[config.mk]
export PLATFORM = sky130hd
export DESIGN_NAME = pcd_top
export DESIGN_NICKNAME = d
export VERILOG_FILES = /design/src/include/pcd_pkg.sv /design/src/pcd_head_map.sv /design/src/pcd_cut_plan.sv /design/src/pcd_top.sv
export VERILOG_INCLUDE_DIRS = /design/src /design/src/include
export SDC_FILE = /design/constraint.sdc
export NUM_CORES = 1
export LEC_CHECK = 0
export BUFFER_PORTS_ARGS = -buffer_cell sky130_fd_sc_hd__buf_2
export CELL_PAD_IN_SITES_DETAIL_PLACEMENT = 1
export CELL_PAD_IN_SITES_GLOBAL_PLACEMENT = 2
export CORE_MARGIN = 1
export CORE_UTILIZATION = 33
export CTS_CLUSTER_SIZE = 25
export DETAILED_ROUTE_END_ITERATION = 8
export GPL_ROUTABILITY_DRIVEN = 0
export PLACE_DENSITY = 0.81
export SETUP_SLACK_MARGIN = 0.1
export SYNTH_ARGS = -nofsm -noshare
export SYNTH_HDL_FRONTEND = slang
export SYNTH_SLANG_ARGS = --single-unit
[constraint.sdc]
create_clock -name clock -period 5.94 [get_ports clock]
set_clock_uncertainty 0.05 [all_clocks]
set_input_delay 0.297 -clock clock [delete_from_list [all_inputs] [get_ports clock]]
set_output_delay 0.297 -clock clock [all_outputs]
set_load 0.005 [all_outputs]
[src/include/pcd_defines.svh]
// command decoder constants: bytes, opcodes, register map, reset values
// assumes inclusion by bare name from design files
`ifndef PCD_DEFINES_SVH
`define PCD_DEFINES_SVH

// command bytes
`define PCD_PREFIX       8'h1d
`define PCD_OP_PAREN     8'h28
`define PCD_SUB_HEAD     8'h4b
`define PCD_SUB_MARK     8'h46
`define PCD_OP_SPEED     8'h45
`define PCD_OP_TEXTPOS   8'h48
`define PCD_OP_MARGIN    8'h4c
`define PCD_OP_LINE      8'h54
`define PCD_OP_CUT       8'h56
`define PCD_OP_FONT      8'h66

// parameter counts per command
`define PCD_N_HEAD       3'd4
`define PCD_N_MARK       3'd6
`define PCD_N_ONE        3'd1
`define PCD_N_TWO        3'd2

// parameter values
`define PCD_HEAD_LEN     8'h02
`define PCD_FN_ENERGIZE  8'h00
`define PCD_FN_DENSITY   8'h01
`define PCD_ENERGIZE_ONE 8'h01
`define PCD_ENERGIZE_TWO 8'h02
`define PCD_DENS_MIN     8'hf6
`define PCD_DENS_MAX     8'h0a
`define PCD_TEXT_OFF     8'h00
`define PCD_TEXT_BELOW   8'h02
`define PCD_LINE_DROP    8'h00
`define PCD_LINE_PRINT   8'h01
`define PCD_CUT_HERE     8'h01
`define PCD_CUT_FEED     8'h42
`define PCD_SPEED_LSB    4
`define PCD_SPEED_MSB    5

// distances in mm, and the factor from mm to 0.125 mm feed units
`define PCD_UNITS_PER_MM 16'd8
`define PCD_CUT_MM       16'd16
`define PCD_RETURN_MM    16'd118

// percent, speed and text scale figures
`define PCD_PCT_STD      8'd100
`define PCD_PCT_STEP     8'd5
`define PCD_MMPS_S1      8'd150
`define PCD_MMPS_S2      8'd100
`define PCD_MMPS_S3      8'd80
`define PCD_MMPS_S4      8'd50
`define PCD_TEXT_SCALE   4'h1

// register addresses
`define PCD_A_STATUS     4'h0
`define PCD_A_DENSITY    4'h1
`define PCD_A_MARGIN     4'h2
`define PCD_A_ADJ_PRINT  4'h3
`define PCD_A_ADJ_CUT    4'h4
`define PCD_A_CONTROL    4'h5

// reset values
`define PCD_RST_DENSITY  8'h00
`define PCD_RST_TEXTPOS  8'h02
`define PCD_RST_FONT     1'b1
`define PCD_RST_MARGIN   16'h0000
`define PCD_RST_ADJ      17'h00000
`endif

[src/include/pcd_pkg.sv]
// types shared by the command decoder files
// assumes nothing beyond a SystemVerilog compiler
package pcd_pkg;
  // parser states, gray along idle -> opcode -> sub -> params
  typedef enum logic [1:0] {
    PCD_IDLE = 2'b00,
    PCD_OP   = 2'b01,
    PCD_SUB  = 2'b11,
    PCD_ARGS = 2'b10
  } pcd_state_e;

  typedef logic [1:0] pcd_speed_t;
  typedef logic [7:0] pcd_byte_t;
endpackage

[src/pcd_head_map.sv]
// maps density step and speed level onto their physical figures
// assumes step within -10..+10, purely combinational
`timescale 1ns/100ps
`include "pcd_defines.svh"
module pcd_head_map (
  // settings in
  input  wire pcd_pkg::pcd_byte_t  density_step,
  input  wire pcd_pkg::pcd_speed_t speed_level,
  input  wire logic                two_part,
  // figures out
  output logic [7:0]               density_pct,
  output logic [7:0]               speed_mmps
);
  import pcd_pkg::*;

  // signed step of five percent around standard
  always_comb begin
    density_pct = 8'(`PCD_PCT_STD + 8'(density_step * `PCD_PCT_STEP));
  end

  // speed level to maximum speed, level 0 capped in two-part mode
  always_comb begin
    case (speed_level)
      2'h0:    speed_mmps = two_part ? `PCD_MMPS_S2 : `PCD_MMPS_S1;
      2'h1:    speed_mmps = `PCD_MMPS_S2;
      2'h2:    speed_mmps = `PCD_MMPS_S3;
      2'h3:    speed_mmps = `PCD_MMPS_S4;
      default: speed_mmps = `PCD_MMPS_S1;
    endcase
  end
endmodule

[src/pcd_cut_plan.sv]
// works out feed before a cut and the return feed after it
// assumes count and adjustments already captured, combinational
`timescale 1ns/100ps
`include "pcd_defines.svh"
module pcd_cut_plan (
  // cut request
  input  wire pcd_pkg::pcd_byte_t mode,
  input  wire pcd_pkg::pcd_byte_t count,
  input  wire logic               mark_en,
  input  wire logic [16:0]        adj_cut,
  input  wire logic [16:0]        adj_print,
  // plan
  output logic [15:0]             pre_feed,
  output logic                    pre_to_mark,
  output logic                    pre_back,
  output logic [15:0]             ret_feed,
  output logic                    ret_to_mark,
  output logic                    ret_back
);
  import pcd_pkg::*;

  always_comb begin
    pre_feed    = 16'h0000;
    pre_to_mark = 1'b0;
    pre_back    = 1'b0;
    ret_feed    = 16'(`PCD_RETURN_MM * `PCD_UNITS_PER_MM);
    ret_to_mark = 1'b0;
    ret_back    = 1'b1;
    if (mode == `PCD_CUT_FEED) begin
      if (mark_en) begin
        // to the mark with stored offset, then to adjusted print start
        pre_feed    = adj_cut[15:0];
        pre_to_mark = 1'b1;
        pre_back    = adj_cut[16];
        ret_feed    = adj_print[15:0];
        ret_to_mark = 1'b1;
        ret_back    = adj_print[16];
      end else begin
        pre_feed = 16'(`PCD_CUT_MM * `PCD_UNITS_PER_MM) + {8'h00, count};
      end
    end
  end
endmodule

[src/pcd_top.sv]
// command decoder for the receipt printer head and cutter settings
// assumes one byte per byte_valid pulse and line_start from the print engine
`timescale 1ns/100ps
`include "pcd_defines.svh"

module pcd_top (
  // clock and reset
  input  wire logic               clock,
  input  wire logic               rst_b,
  // command bytes from the host port
  input  wire pcd_pkg::pcd_byte_t byte_data,
  input  wire logic               byte_valid,
  // print engine state
  input  wire logic               line_start,
  // register port
  input  wire logic [3:0]         reg_addr,
  input  wire logic [31:0]        reg_wdata,
  input  wire logic               reg_wr,
  input  wire logic               reg_rd,
  output logic [31:0]             reg_rdata,
  // head settings
  output logic [7:0]              density_step,
  output logic [7:0]              density_pct,
  output logic [1:0]              speed_level,
  output logic [7:0]              speed_mmps,
  output logic                    two_part,
  output logic [15:0]             left_margin,
  // bar code text settings
  output logic [7:0]              text_position,
  output logic                    text_font,
  output logic [3:0]              text_scale,
  // print buffer actions, one-cycle pulses
  output logic                    buffer_discard,
  output logic                    buffer_print,
  output logic                    line_home,
  // cut action, pulse plus plan
  output logic                    cut_go,
  output logic [15:0]             cut_pre_feed,
  output logic                    cut_pre_to_mark,
  output logic                    cut_pre_back,
  output logic [15:0]             cut_ret_feed,
  output logic                    cut_ret_to_mark,
  output logic                    cut_ret_back
);
  import pcd_pkg::*;

  ////////////////////////////////////////////////////////////////////////////
  // state

  typedef struct packed {
    pcd_state_e      st;
    pcd_byte_t       op;
    pcd_byte_t       sub;
    logic [2:0]      cnt;
    logic [2:0]      need;
    logic [3:0][7:0] arg;
    pcd_byte_t       dens_pend;
    pcd_byte_t       dens;
    logic [7:0]      pct;
    pcd_speed_t      speed;
    logic [7:0]      mmps;
    logic            two_part;
    pcd_byte_t       textpos;
    logic            font;
    logic [15:0]     margin;
    logic [16:0]     adj_print;
    logic [16:0]     adj_cut;
    logic            mark_en;
    logic            discard;
    logic            print;
    logic            home;
    logic            cut;
    logic [15:0]     pre_feed;
    logic            pre_mark;
    logic            pre_back;
    logic [15:0]     ret_feed;
    logic            ret_mark;
    logic            ret_back;
    logic [31:0]     rdata;
  } pcd_state_s;

  pcd_state_s s_q;
  pcd_state_s s_d;

  // helpers: submodule outputs, the last-parameter flag and the parameters with the current byte
  logic [7:0]  map_pct;
  logic [7:0]  map_mmps;
  logic [15:0] plan_pre;
  logic        plan_pre_mark;
  logic        plan_pre_back;
  logic [15:0] plan_ret;
  logic        plan_ret_mark;
  logic        plan_ret_back;
  logic        last_arg;
  pcd_byte_t   a0;
  pcd_byte_t   a1;
  pcd_byte_t   a2;
  pcd_byte_t   a3;

  ////////////////////////////////////////////////////////////////////////////
  // figure lookup fed from next-state, cut plan from current state and byte; both outputs registered

  pcd_head_map u_map (
    .density_step (s_d.dens),
    .speed_level  (s_d.speed),
    .two_part     (s_d.two_part),
    .density_pct  (map_pct),
    .speed_mmps   (map_mmps)
  );

  pcd_cut_plan u_plan (
    .mode        (a0),
    .count       (a1),
    .mark_en     (s_q.mark_en),
    .adj_cut     (s_q.adj_cut),
    .adj_print   (s_q.adj_print),
    .pre_feed    (plan_pre),
    .pre_to_mark (plan_pre_mark),
    .pre_back    (plan_pre_back),
    .ret_feed    (plan_ret),
    .ret_to_mark (plan_ret_mark),
    .ret_back    (plan_ret_back)
  );

  // parameters as they stand with the current byte placed in
  always_comb begin
    a0 = (s_q.cnt == 3'd0) ? byte_data : s_q.arg[0];
    a1 = (s_q.cnt == 3'd1) ? byte_data : s_q.arg[1];
    a2 = (s_q.cnt == 3'd2) ? byte_data : s_q.arg[2];
    a3 = (s_q.cnt == 3'd3) ? byte_data : s_q.arg[3];
  end

  // last parameter arrives; cut mode 42 asks for one byte more
  always_comb begin
    last_arg = byte_valid && (s_q.st == PCD_ARGS) && (s_q.cnt + 3'd1 == s_q.need);
    if (s_q.op == `PCD_OP_CUT && s_q.cnt == 3'd0 && byte_data == `PCD_CUT_FEED) begin
      last_arg = 1'b0;
    end
  end

  ////////////////////////////////////////////////////////////////////////////
  // next state

  always_comb begin
    s_d         = s_q;
    s_d.discard = 1'b0;
    s_d.print   = 1'b0;
    s_d.home    = 1'b0;
    s_d.cut     = 1'b0;
    s_d.rdata   = 32'h00000000;

    // parser: prefix, opcode, optional sub-code, counted parameters
    if (byte_valid) begin
      case (s_q.st)
        PCD_IDLE: begin
          if (byte_data == `PCD_PREFIX) begin
            s_d.st = PCD_OP;
          end
        end
        PCD_OP: begin
          s_d.op  = byte_data;
          s_d.cnt = 3'd0;
          s_d.st  = PCD_ARGS;
          case (byte_data)
            `PCD_OP_PAREN:  s_d.st = PCD_SUB;
            `PCD_OP_MARGIN: s_d.need = `PCD_N_TWO;
            `PCD_OP_SPEED,
            `PCD_OP_TEXTPOS,
            `PCD_OP_LINE,
            `PCD_OP_CUT,
            `PCD_OP_FONT:   s_d.need = `PCD_N_ONE;
            default:        s_d.st = PCD_IDLE;
          endcase
        end
        PCD_SUB: begin
          s_d.sub = byte_data;
          s_d.st  = PCD_ARGS;
          case (byte_data)
            `PCD_SUB_HEAD: s_d.need = `PCD_N_HEAD;
            `PCD_SUB_MARK: s_d.need = `PCD_N_MARK; // swallowed here, set by software
            default:       s_d.st = PCD_IDLE;
          endcase
        end
        PCD_ARGS: begin
          if (s_q.cnt < 3'd4) begin
            s_d.arg[s_q.cnt[1:0]] = byte_data;
          end
          s_d.cnt = s_q.cnt + 3'd1;
          if (s_q.op == `PCD_OP_CUT && s_q.cnt == 3'd0 && byte_data == `PCD_CUT_FEED) begin
            s_d.need = `PCD_N_TWO;
          end
          if (last_arg) begin
            s_d.st = PCD_IDLE;
          end
        end
        default: s_d.st = PCD_IDLE;
      endcase
    end

    // command execution on the final parameter byte
    if (last_arg) begin
      case (s_q.op)
        `PCD_OP_PAREN: begin
          if (s_q.sub == `PCD_SUB_HEAD && a0 == `PCD_HEAD_LEN && a1 == 8'h00) begin
            if (a2 == `PCD_FN_DENSITY) begin
              // any byte is a signed step; host keeps it in F6..0A
              s_d.dens_pend = a3;
            end else if (a2 == `PCD_FN_ENERGIZE) begin
              if (a3 == `PCD_ENERGIZE_ONE) begin
                s_d.two_part = 1'b0;
              end else if (a3 == `PCD_ENERGIZE_TWO) begin
                s_d.two_part = 1'b1;
              end
            end
          end
        end
        `PCD_OP_SPEED: begin
          if (line_start) begin
            s_d.speed = a0[`PCD_SPEED_MSB:`PCD_SPEED_LSB];
            if (a0[`PCD_SPEED_MSB:`PCD_SPEED_LSB] == 2'h0) begin
              s_d.two_part = 1'b0;
            end
          end
        end
        `PCD_OP_TEXTPOS: begin
          if (a0 == `PCD_TEXT_OFF || a0 == `PCD_TEXT_BELOW) begin
            s_d.textpos = a0;
          end
        end
        `PCD_OP_FONT: begin
          s_d.font = a0[0];
        end
        `PCD_OP_MARGIN: begin
          if (line_start) begin
            s_d.margin = {a1, a0};
          end
        end
        `PCD_OP_LINE: begin
          if (a0 == `PCD_LINE_DROP) begin
            s_d.discard = 1'b1;
            s_d.home    = 1'b1;
          end else if (a0 == `PCD_LINE_PRINT) begin
            s_d.print = 1'b1;
            s_d.home  = 1'b1;
          end
        end
        `PCD_OP_CUT: begin
          if (line_start && (a0 == `PCD_CUT_HERE || a0 == `PCD_CUT_FEED)) begin
            s_d.cut      = 1'b1;
            s_d.pre_feed = plan_pre;
            s_d.pre_mark = plan_pre_mark;
            s_d.pre_back = plan_pre_back;
            s_d.ret_feed = plan_ret;
            s_d.ret_mark = plan_ret_mark;
            s_d.ret_back = plan_ret_back;
          end
        end
        default: s_d.st = PCD_IDLE;
      endcase
    end

    // the line in progress keeps one density; the latest is taken at line start
    if (line_start) begin
      s_d.dens = s_d.dens_pend;
    end

    // register writes steer the mark logic
    if (reg_wr) begin
      case (reg_addr)
        `PCD_A_ADJ_PRINT: s_d.adj_print = reg_wdata[16:0];
        `PCD_A_ADJ_CUT:   s_d.adj_cut   = reg_wdata[16:0];
        `PCD_A_CONTROL:   s_d.mark_en   = reg_wdata[0];
        default:          s_d.mark_en   = s_q.mark_en;
      endcase
    end

    // register reads, answer in the next cycle only
    if (reg_rd) begin
      case (reg_addr)
        `PCD_A_STATUS:    s_d.rdata = {24'h000000, s_q.textpos[1], s_q.font, s_q.two_part, s_q.speed,
                                       s_q.st, s_q.mark_en};
        `PCD_A_DENSITY:   s_d.rdata = {8'h00, s_q.dens_pend, s_q.pct, s_q.dens};
        `PCD_A_MARGIN:    s_d.rdata = {16'h0000, s_q.margin};
        `PCD_A_ADJ_PRINT: s_d.rdata = {15'h0000, s_q.adj_print};
        `PCD_A_ADJ_CUT:   s_d.rdata = {15'h0000, s_q.adj_cut};
        `PCD_A_CONTROL:   s_d.rdata = {31'h00000000, s_q.mark_en};
        default:          s_d.rdata = 32'h00000000;
      endcase
    end

    // registered figures
    s_d.pct  = map_pct;
    s_d.mmps = map_mmps;
  end

  ////////////////////////////////////////////////////////////////////////////
  // register stage, synchronous active-low reset

  always_ff @(posedge clock) begin
    if (!rst_b) begin
      s_q           <= '0;
      s_q.st        <= PCD_IDLE;
      s_q.dens_pend <= `PCD_RST_DENSITY;
      s_q.dens      <= `PCD_RST_DENSITY;
      s_q.pct       <= `PCD_PCT_STD;
      s_q.speed     <= 2'h0;
      s_q.mmps      <= `PCD_MMPS_S1;
      s_q.textpos   <= `PCD_RST_TEXTPOS;
      s_q.font      <= `PCD_RST_FONT;
      s_q.margin    <= `PCD_RST_MARGIN;
      s_q.adj_print <= `PCD_RST_ADJ;
      s_q.adj_cut   <= `PCD_RST_ADJ;
    end else begin
      s_q <= s_d;
    end
  end

  ////////////////////////////////////////////////////////////////////////////
  // outputs straight from the state flops, all but the constant text_scale

  assign reg_rdata       = s_q.rdata;
  assign density_step    = s_q.dens;
  assign density_pct     = s_q.pct;
  assign speed_level     = s_q.speed;
  assign speed_mmps      = s_q.mmps;
  assign two_part        = s_q.two_part;
  assign left_margin     = s_q.margin;
  assign text_position   = s_q.textpos;
  assign text_font       = s_q.font;
  assign text_scale      = `PCD_TEXT_SCALE;
  assign buffer_discard  = s_q.discard;
  assign buffer_print    = s_q.print;
  assign line_home       = s_q.home;
  assign cut_go          = s_q.cut;
  assign cut_pre_feed    = s_q.pre_feed;
  assign cut_pre_to_mark = s_q.pre_mark;
  assign cut_pre_back    = s_q.pre_back;
  assign cut_ret_feed    = s_q.ret_feed;
  assign cut_ret_to_mark = s_q.ret_mark;
  assign cut_ret_back    = s_q.ret_back;
endmodule

**Word-level counts from Yosys, hierarchy flattened**

Cells that the tools add are included.
W data, S select, Z words.

- Add/sub/neg operators: 3
- Multipliers: 1
- Magnitude comparators: 3
- Equal/unequal tests: 43
- Muxes and demuxes: 64
- Bitwise operators: 3
- Reductions and logical operators: 40

Operators with widths:

| kind | number |
|---|---|
| $pmux W24 S6 | 1 |
| $eq A8 B7 Y1 const B | 17 |
| $mux W8 | 15 |
| $mux W16 | 6 |
| $mux W32 | 2 |
| $mux W56 | 1 |
| $mux W37 | 1 |
| $bwmux W32 | 1 |
| $pmux W8 S4 | 1 |
| $mux W26 | 1 |
| $eq A8 B1 Y1 const B | 3 |
| $logic_not A8 Y1 | 3 |
| $mux W2 | 9 |
| $pmux W3 S2 | 3 |
| $reduce_and A3 Y1 | 6 |
| $mux W1 | 17 |
| $demux W8 S2 | 1 |
| $eq A8 B2 Y1 const B | 2 |
| $eq A8 B6 Y1 const B | 2 |
| $reduce_and A2 Y1 | 8 |
| $add A8 B8 Y9 const A | 1 |
| $pmux W3 S3 | 1 |
| $add A7 B8 Y8 const A | 1 |
| $eq A2 B2 Y1 const B | 4 |
| other kinds (33) | 50 |

- Register bits: 222
- Bits of input ports: 50
- Output and inout port bits: 128
- Logic and storage cells: 188

**Longest topological paths before layout**

- Depth after elaboration: 12
- Mapped depth: 22
- Gate-level depth less buffers: 21

**By module**

From an unflattened synthesis, not the netlist that was laid out.

- Cells, all modules: 1356
- Area, all modules: 11184.5 um^2

By module, submodules not included:

| module | times used | cells each | area an instance (um^2) | sequential area each (um^2) |
|---|---|---|---|---|
| pcd_top | 1 | 1233 | 10236.1 | 4304.1 |
| pcd_cut_plan | 1 | 78 | 541.8 | 0.0 |
| pcd_head_map | 1 | 45 | 406.6 | 0.0 |

**Worst setup path before layout**

No wires, ideal clock.

- Path kind: register to register
- From: register s_q[203] (netlist name)
- To: register s_q (netlist bit density_pct[7])
- Library setup time: 128 ps
- Arrival time: 4572 ps
- Required time: 5762 ps
- Path slack: 1190 ps
- Cell stages (with the launch flop): 23
- Buffers on the path: 1
- Period minus slack after synthesis: 4750 ps
- Cells stage by stage: dfxtp_1 > inv_1 > ha_1 > nor2b_1 > buf_6 > or3_4 > a2111oi_4 > and4_1 > nand2_2 > nand2_1 > o21ai_0 > mux2i_1 > inv_1 > ha_1 > ha_1 > ha_1 > fa_1 > a21o_1 > a21oi_1 > xor2_1 > xnor2_1 > xnor2_1 > nor2_1

RTL lines:

| item | line | RTL |
|---|---|---|
| from (decl) | pcd_top.sv:82 | `pcd_state_s s_q;` |

**Final worst setup path**

- From: register s_q[202] (netlist name)
- To: register s_q (netlist bit density_pct[7])

- Cells in the longest elaborated chain, start to end: 11
- Elaborated cells on any way between the ends: 26
- Classes of those cells: add/sub: 2; mul: 1; eq/ne: 6; mux: 10; reduce/logical: 7

Ends and longest elaborated chain:

| item | line | RTL |
|---|---|---|
| $logic_not A3 Y1 | pcd_top.sv:127, pcd_top.sv:136 |  |
| $mux W8 | pcd_top.sv:127 | `a0 = (s_q.cnt == 3'd0) ? byte_data : s_q.arg[0];` |
| $eq A8 B2 Y1 (no line) | -- |  |
| $logic_and A1 B1 Y1 (no line) | -- |  |
| $logic_and A1 B1 Y1 | pcd_top.sv:204 | `` if (s_q.sub == `PCD_SUB_HEAD && a0 == `PCD_HEAD_LEN && a1 == 8'h00) begin `` |
| $mux W8 | pcd_top.sv:204 |  |
| $mux W8 | pcd_top.sv:202 | `case (s_q.op)` |
| $mux W8 (*) | pcd_top.sv:201 | `if (last_arg) begin` |
| $mux W8 (*) | pcd_top.sv:263 | `if (line_start) begin` |
| $mul A8 B3 Y8 (no line) (*) | -- |  |
| $add A7 B8 Y8 (no line) (*) | -- |  |

Mark *: on every way between the ends. The rest lies on a longest branch, timed or not.
A chain may end at the register's enable or synchronous reset.

==> impl_metrics.py <==
metrics = {
    "synth": {
        "synth_ff_type": "dfxtp_1",
        "yosysSeqAreaShare_pct": 42.3,
        "synth_edf_count": 0,
        "synthTopCellsByArea": "dfxtp_1, nand2_1, buf_4, a21oi_1, mux2i_1",
        "synth-compound-area-share_pct": 15.3,
        "yosysTopAreaCell": "dfxtp_1",
        "async_flop_share_pct": 0,
        "avgSynthCellArea_um2": 8.26,
        "synth_cell_types": 67,
        "synth-simple-area-share_pct": 21.3,
        "netlist_instances": 1204,
        "synthXorXnorAreaFrac_pct": 0.881,
        "synth_warnings": 0,
        "synthesis.area_um2": 9950,
        "synthAdderAreaFrac_pct": 3.37,
        "synth_mux_area_share_pct": 4.04,
        "synth_top_cell_area_share_pct": 42.3,
        "synth_top_family_by_area": "simple AND/OR/NAND/NOR gates",
        "ys_ff_latch": 210,
    },
    "flow_run": {
        "cap_violations": 0,
    },
    "route": {
        "drt-vias-per-instance": 5.08,
        "drc": 0,
        "wl_met3_mm": 1.52,
        "wl_met2_mm": 15.2,
        "first_pass_iters": 5,
        "vias": 8372,
        "highest_layer": "met4",
        "routed_wl_mm": 32.2,
        "wl_per_cell_um": 19.5,
        "final_antenna_net_count": 0,
        "initialDrtViolationCount": 566,
        "met1Wirelength_mm": 14.2,
    },
    "sta": {
        "whs_ns": 0.0147,
        "rsz0062_at_grt": "false",
        "maxSlewHeadroom_pct": 45.8,
        "hold_violations": 0,
        "finalSetupViolCount": 0,
        "setup_tns_ns": 0,
        "report.final.slew_viol_count": 0,
        "tightest_slew_ns": 0.813,
        "fmax_mhz": 190,
        "min_period_over_period_pct": 88.8,
        "final.setup.worst_slack_ns": 0.666,
        "period_needed_ns": 5.27,
    },
    "worst_setup_path": {
        "end_kind": "flop",
        "cp_max_fo": 12,
        "cp_slowest_stage_delay_ns": 0.44,
        "arrival_ns": 5.60,
        "path_buf_inv": 1,
        "worst_path_max_delay_cell": "dfxtp_1",
        "path_class": "reg2reg",
        "path_cells": "inv_1 > ha_1 > nand2b_2 > mux2i_1 > a2111oi_4 > and4_1 > nand2_2 > mux2_1 > mux2_2 > ha_1 > ha_1 > ha_1 > fa_1 > a21o_1 > a21oi_1 > xor2_1 > xnor2_1 > xnor2_1 > nor2_1",
        "path_delay_family": "adder cells",
        "critPathLaunchType": "flop",
        "required_ns": 6.27,
        "critPathMostFrequentCell": "ha_1",
    },
    "cells_and_area": {
        "design_area_um2": 11200,
        "drive_gt1_share_pct": 18.9,
        "stdcell_count": 1648,
        "final_cell_mix": "nand2_1, dfxtp_1, buf_2",
        "final_common_cell": "nand2_1",
        "num_antenna_cells": 0,
        "syn_to_final_growth_pct": 12.7,
        "fillers": 3599,
        "fin_nets": 1316,
    },
    "run_status": {
        "status": "completed",
    },
    "placement": {
        "hpwl_mm": 23.1,
        "place_area_um2": 10200,
        "dp.cells": 1590,
        "portBuffers": 148,
        "pre_cts_ws_ns": 0.676,
    },
    "clocking": {
        "cts.htree.levels": 1,
        "ctsRootBufferMaster": "clkbuf_16",
        "clock-sinks": 210,
        "cts_buffers": 25,
        "clk_latency_ns": 0.51,
        "post_cts.repair.setup_buffers": 0,
        "clk_pin_slew_ns": 0.06,
        "cts_tree": "done",
        "cts.path.max_buffers": 3,
    },
    "pwr": {
        "netSwitchingFraction_pct": 22.3,
        "p_switching_mw": 0.689,
        "pwr-share-seq_pct": 45.9,
        "p_clk_share_pct": 50.2,
        "p_int_mw": 2.40,
        "powerDensity_nw_per_um2": 275,
        "combPwrFrac_pct": 3.9,
        "power_leakage_nw": 4.40,
        "vdd_drop_max_mv": 0.179,
    },
    "grt": {
        "track_usage_pct": 20.5,
        "grt_pass1_wl_mm": 48.8,
        "grt_max_degree": 59,
        "grt_pass1_vias": 8362,
        "grt-ovfl-total": 0,
        "antenna_found_initial": 0,
    },
    "floorplanning": {
        "die_x_um": 176,
        "ios": 178,
        "dieArea_um2": 30800,
        "core_area_um2": 29600,
        "fp-row-count": 63,
        "chipHeight_um": 176,
        "initial_core_util_pct": 33.6,
    },
    "worst_hold_path": {
        "worstHoldPathType": "in2reg",
    },
}
[power by group through the flow]
| stage | Clock (mW) | Combinational [mW] | Sequential, mW |
|---|---|---|---|
| finish | 1.55 | 0.121 | 1.42 |
| global route | 1.64 | 0.129 | 1.41 |
| CTS | 1.59 | 0.120 | 1.41 |
| detailed placement | 0 | 0.113 | 1.45 |
| global placement | 0 | 0.112 | 1.45 |
| floorplan | 0 | 0.0683 | 1.44 |
[layer usage]
metal  vias to the layer above  GRT usage [%]
met1                      4086           25.8
met3                        59           3.01
met2                       215           34.6
met5                         -              0
met4                         0           8.84
li1                       4012              -
[tightest hold or removal path, cell delays in order]
cell and delay (ns):
buf_2 0.12, nand2_1 0.05, a21oi_1 0.05
[repair_timing]
| action | in CTS | in global routing |
|---|---|---|
| setup endpoints to repair | 0 | 0 |
| hold buffers | 14 | 0 |
| gates resized for setup | 0 | 0 |
| hold endpoints to repair | 26 | 0 |
[synth_stat cells, types with 8 or more instances]
cell type,count
nor3_1,11
a211oi_1,12
a22oi_1,8
nand4_1,8
o21ai_0,29
mux2_2,8
mux2i_1,30
a21oi_1,112
nand2b_1,9
buf_4,120
a222oi_1,16
nand2_1,259
clkbuf_1,57
and2_1,26
ha_1,22
nor2_1,68
or3_1,8
and3_1,10
nand3_1,26
inv_1,25
dfxtp_1,210
a21boi_0,34
[cell type report]
class	count	area (um2)	area share, %
inverter	26	97.6	0.870
clock buffer	32	692	6.17
tap	390	488	4.35
sequential	210	4200	37.5
timing repair buffer	185	1050	9.40
multi-input combinational	793	4540	40.5
clock inverter	12	140	1.25
[final timing paths]
check | startpoint | to | slack, ns | depth (start not counted)
worst max-delay path | s_q[202] | density_pct[7] | 0.67 | 19
worst min-delay path | reg_wdata[3] | s_q[76] | 0.01 | 3
worst max register to register | s_q[202] | density_pct[7] | 0.67 | 19
worst min register to register | cut_pre_feed[11] | cut_pre_feed[11] | 0.40 | 2
[through the flow]
stage / total power, mW / utilization [%]
after CTS: 3.12 / 37.8
final: 3.09 / 37.8
after floorplan: 1.51 / -
after global placement: 1.56 / 34.6
after detailed placement: 1.56 / 34.6
after global routing: 3.18 / 37.8
[logic make-up (layout without fill, tap and decap cells)]
logic type / after synthesis / in the layout
and+or+nand+nor: 466 / 466
AOI/OAI and AO/OA: 239 / 239
buffers and inverters: 213 / 255
DFF: 210 / 210
muxes: 39 / 39
adders and majority gates: 25 / 25
xor gates and xnor gates: 10 / 10
other: 2 / 14
Power figures use the tool's default switching activity.
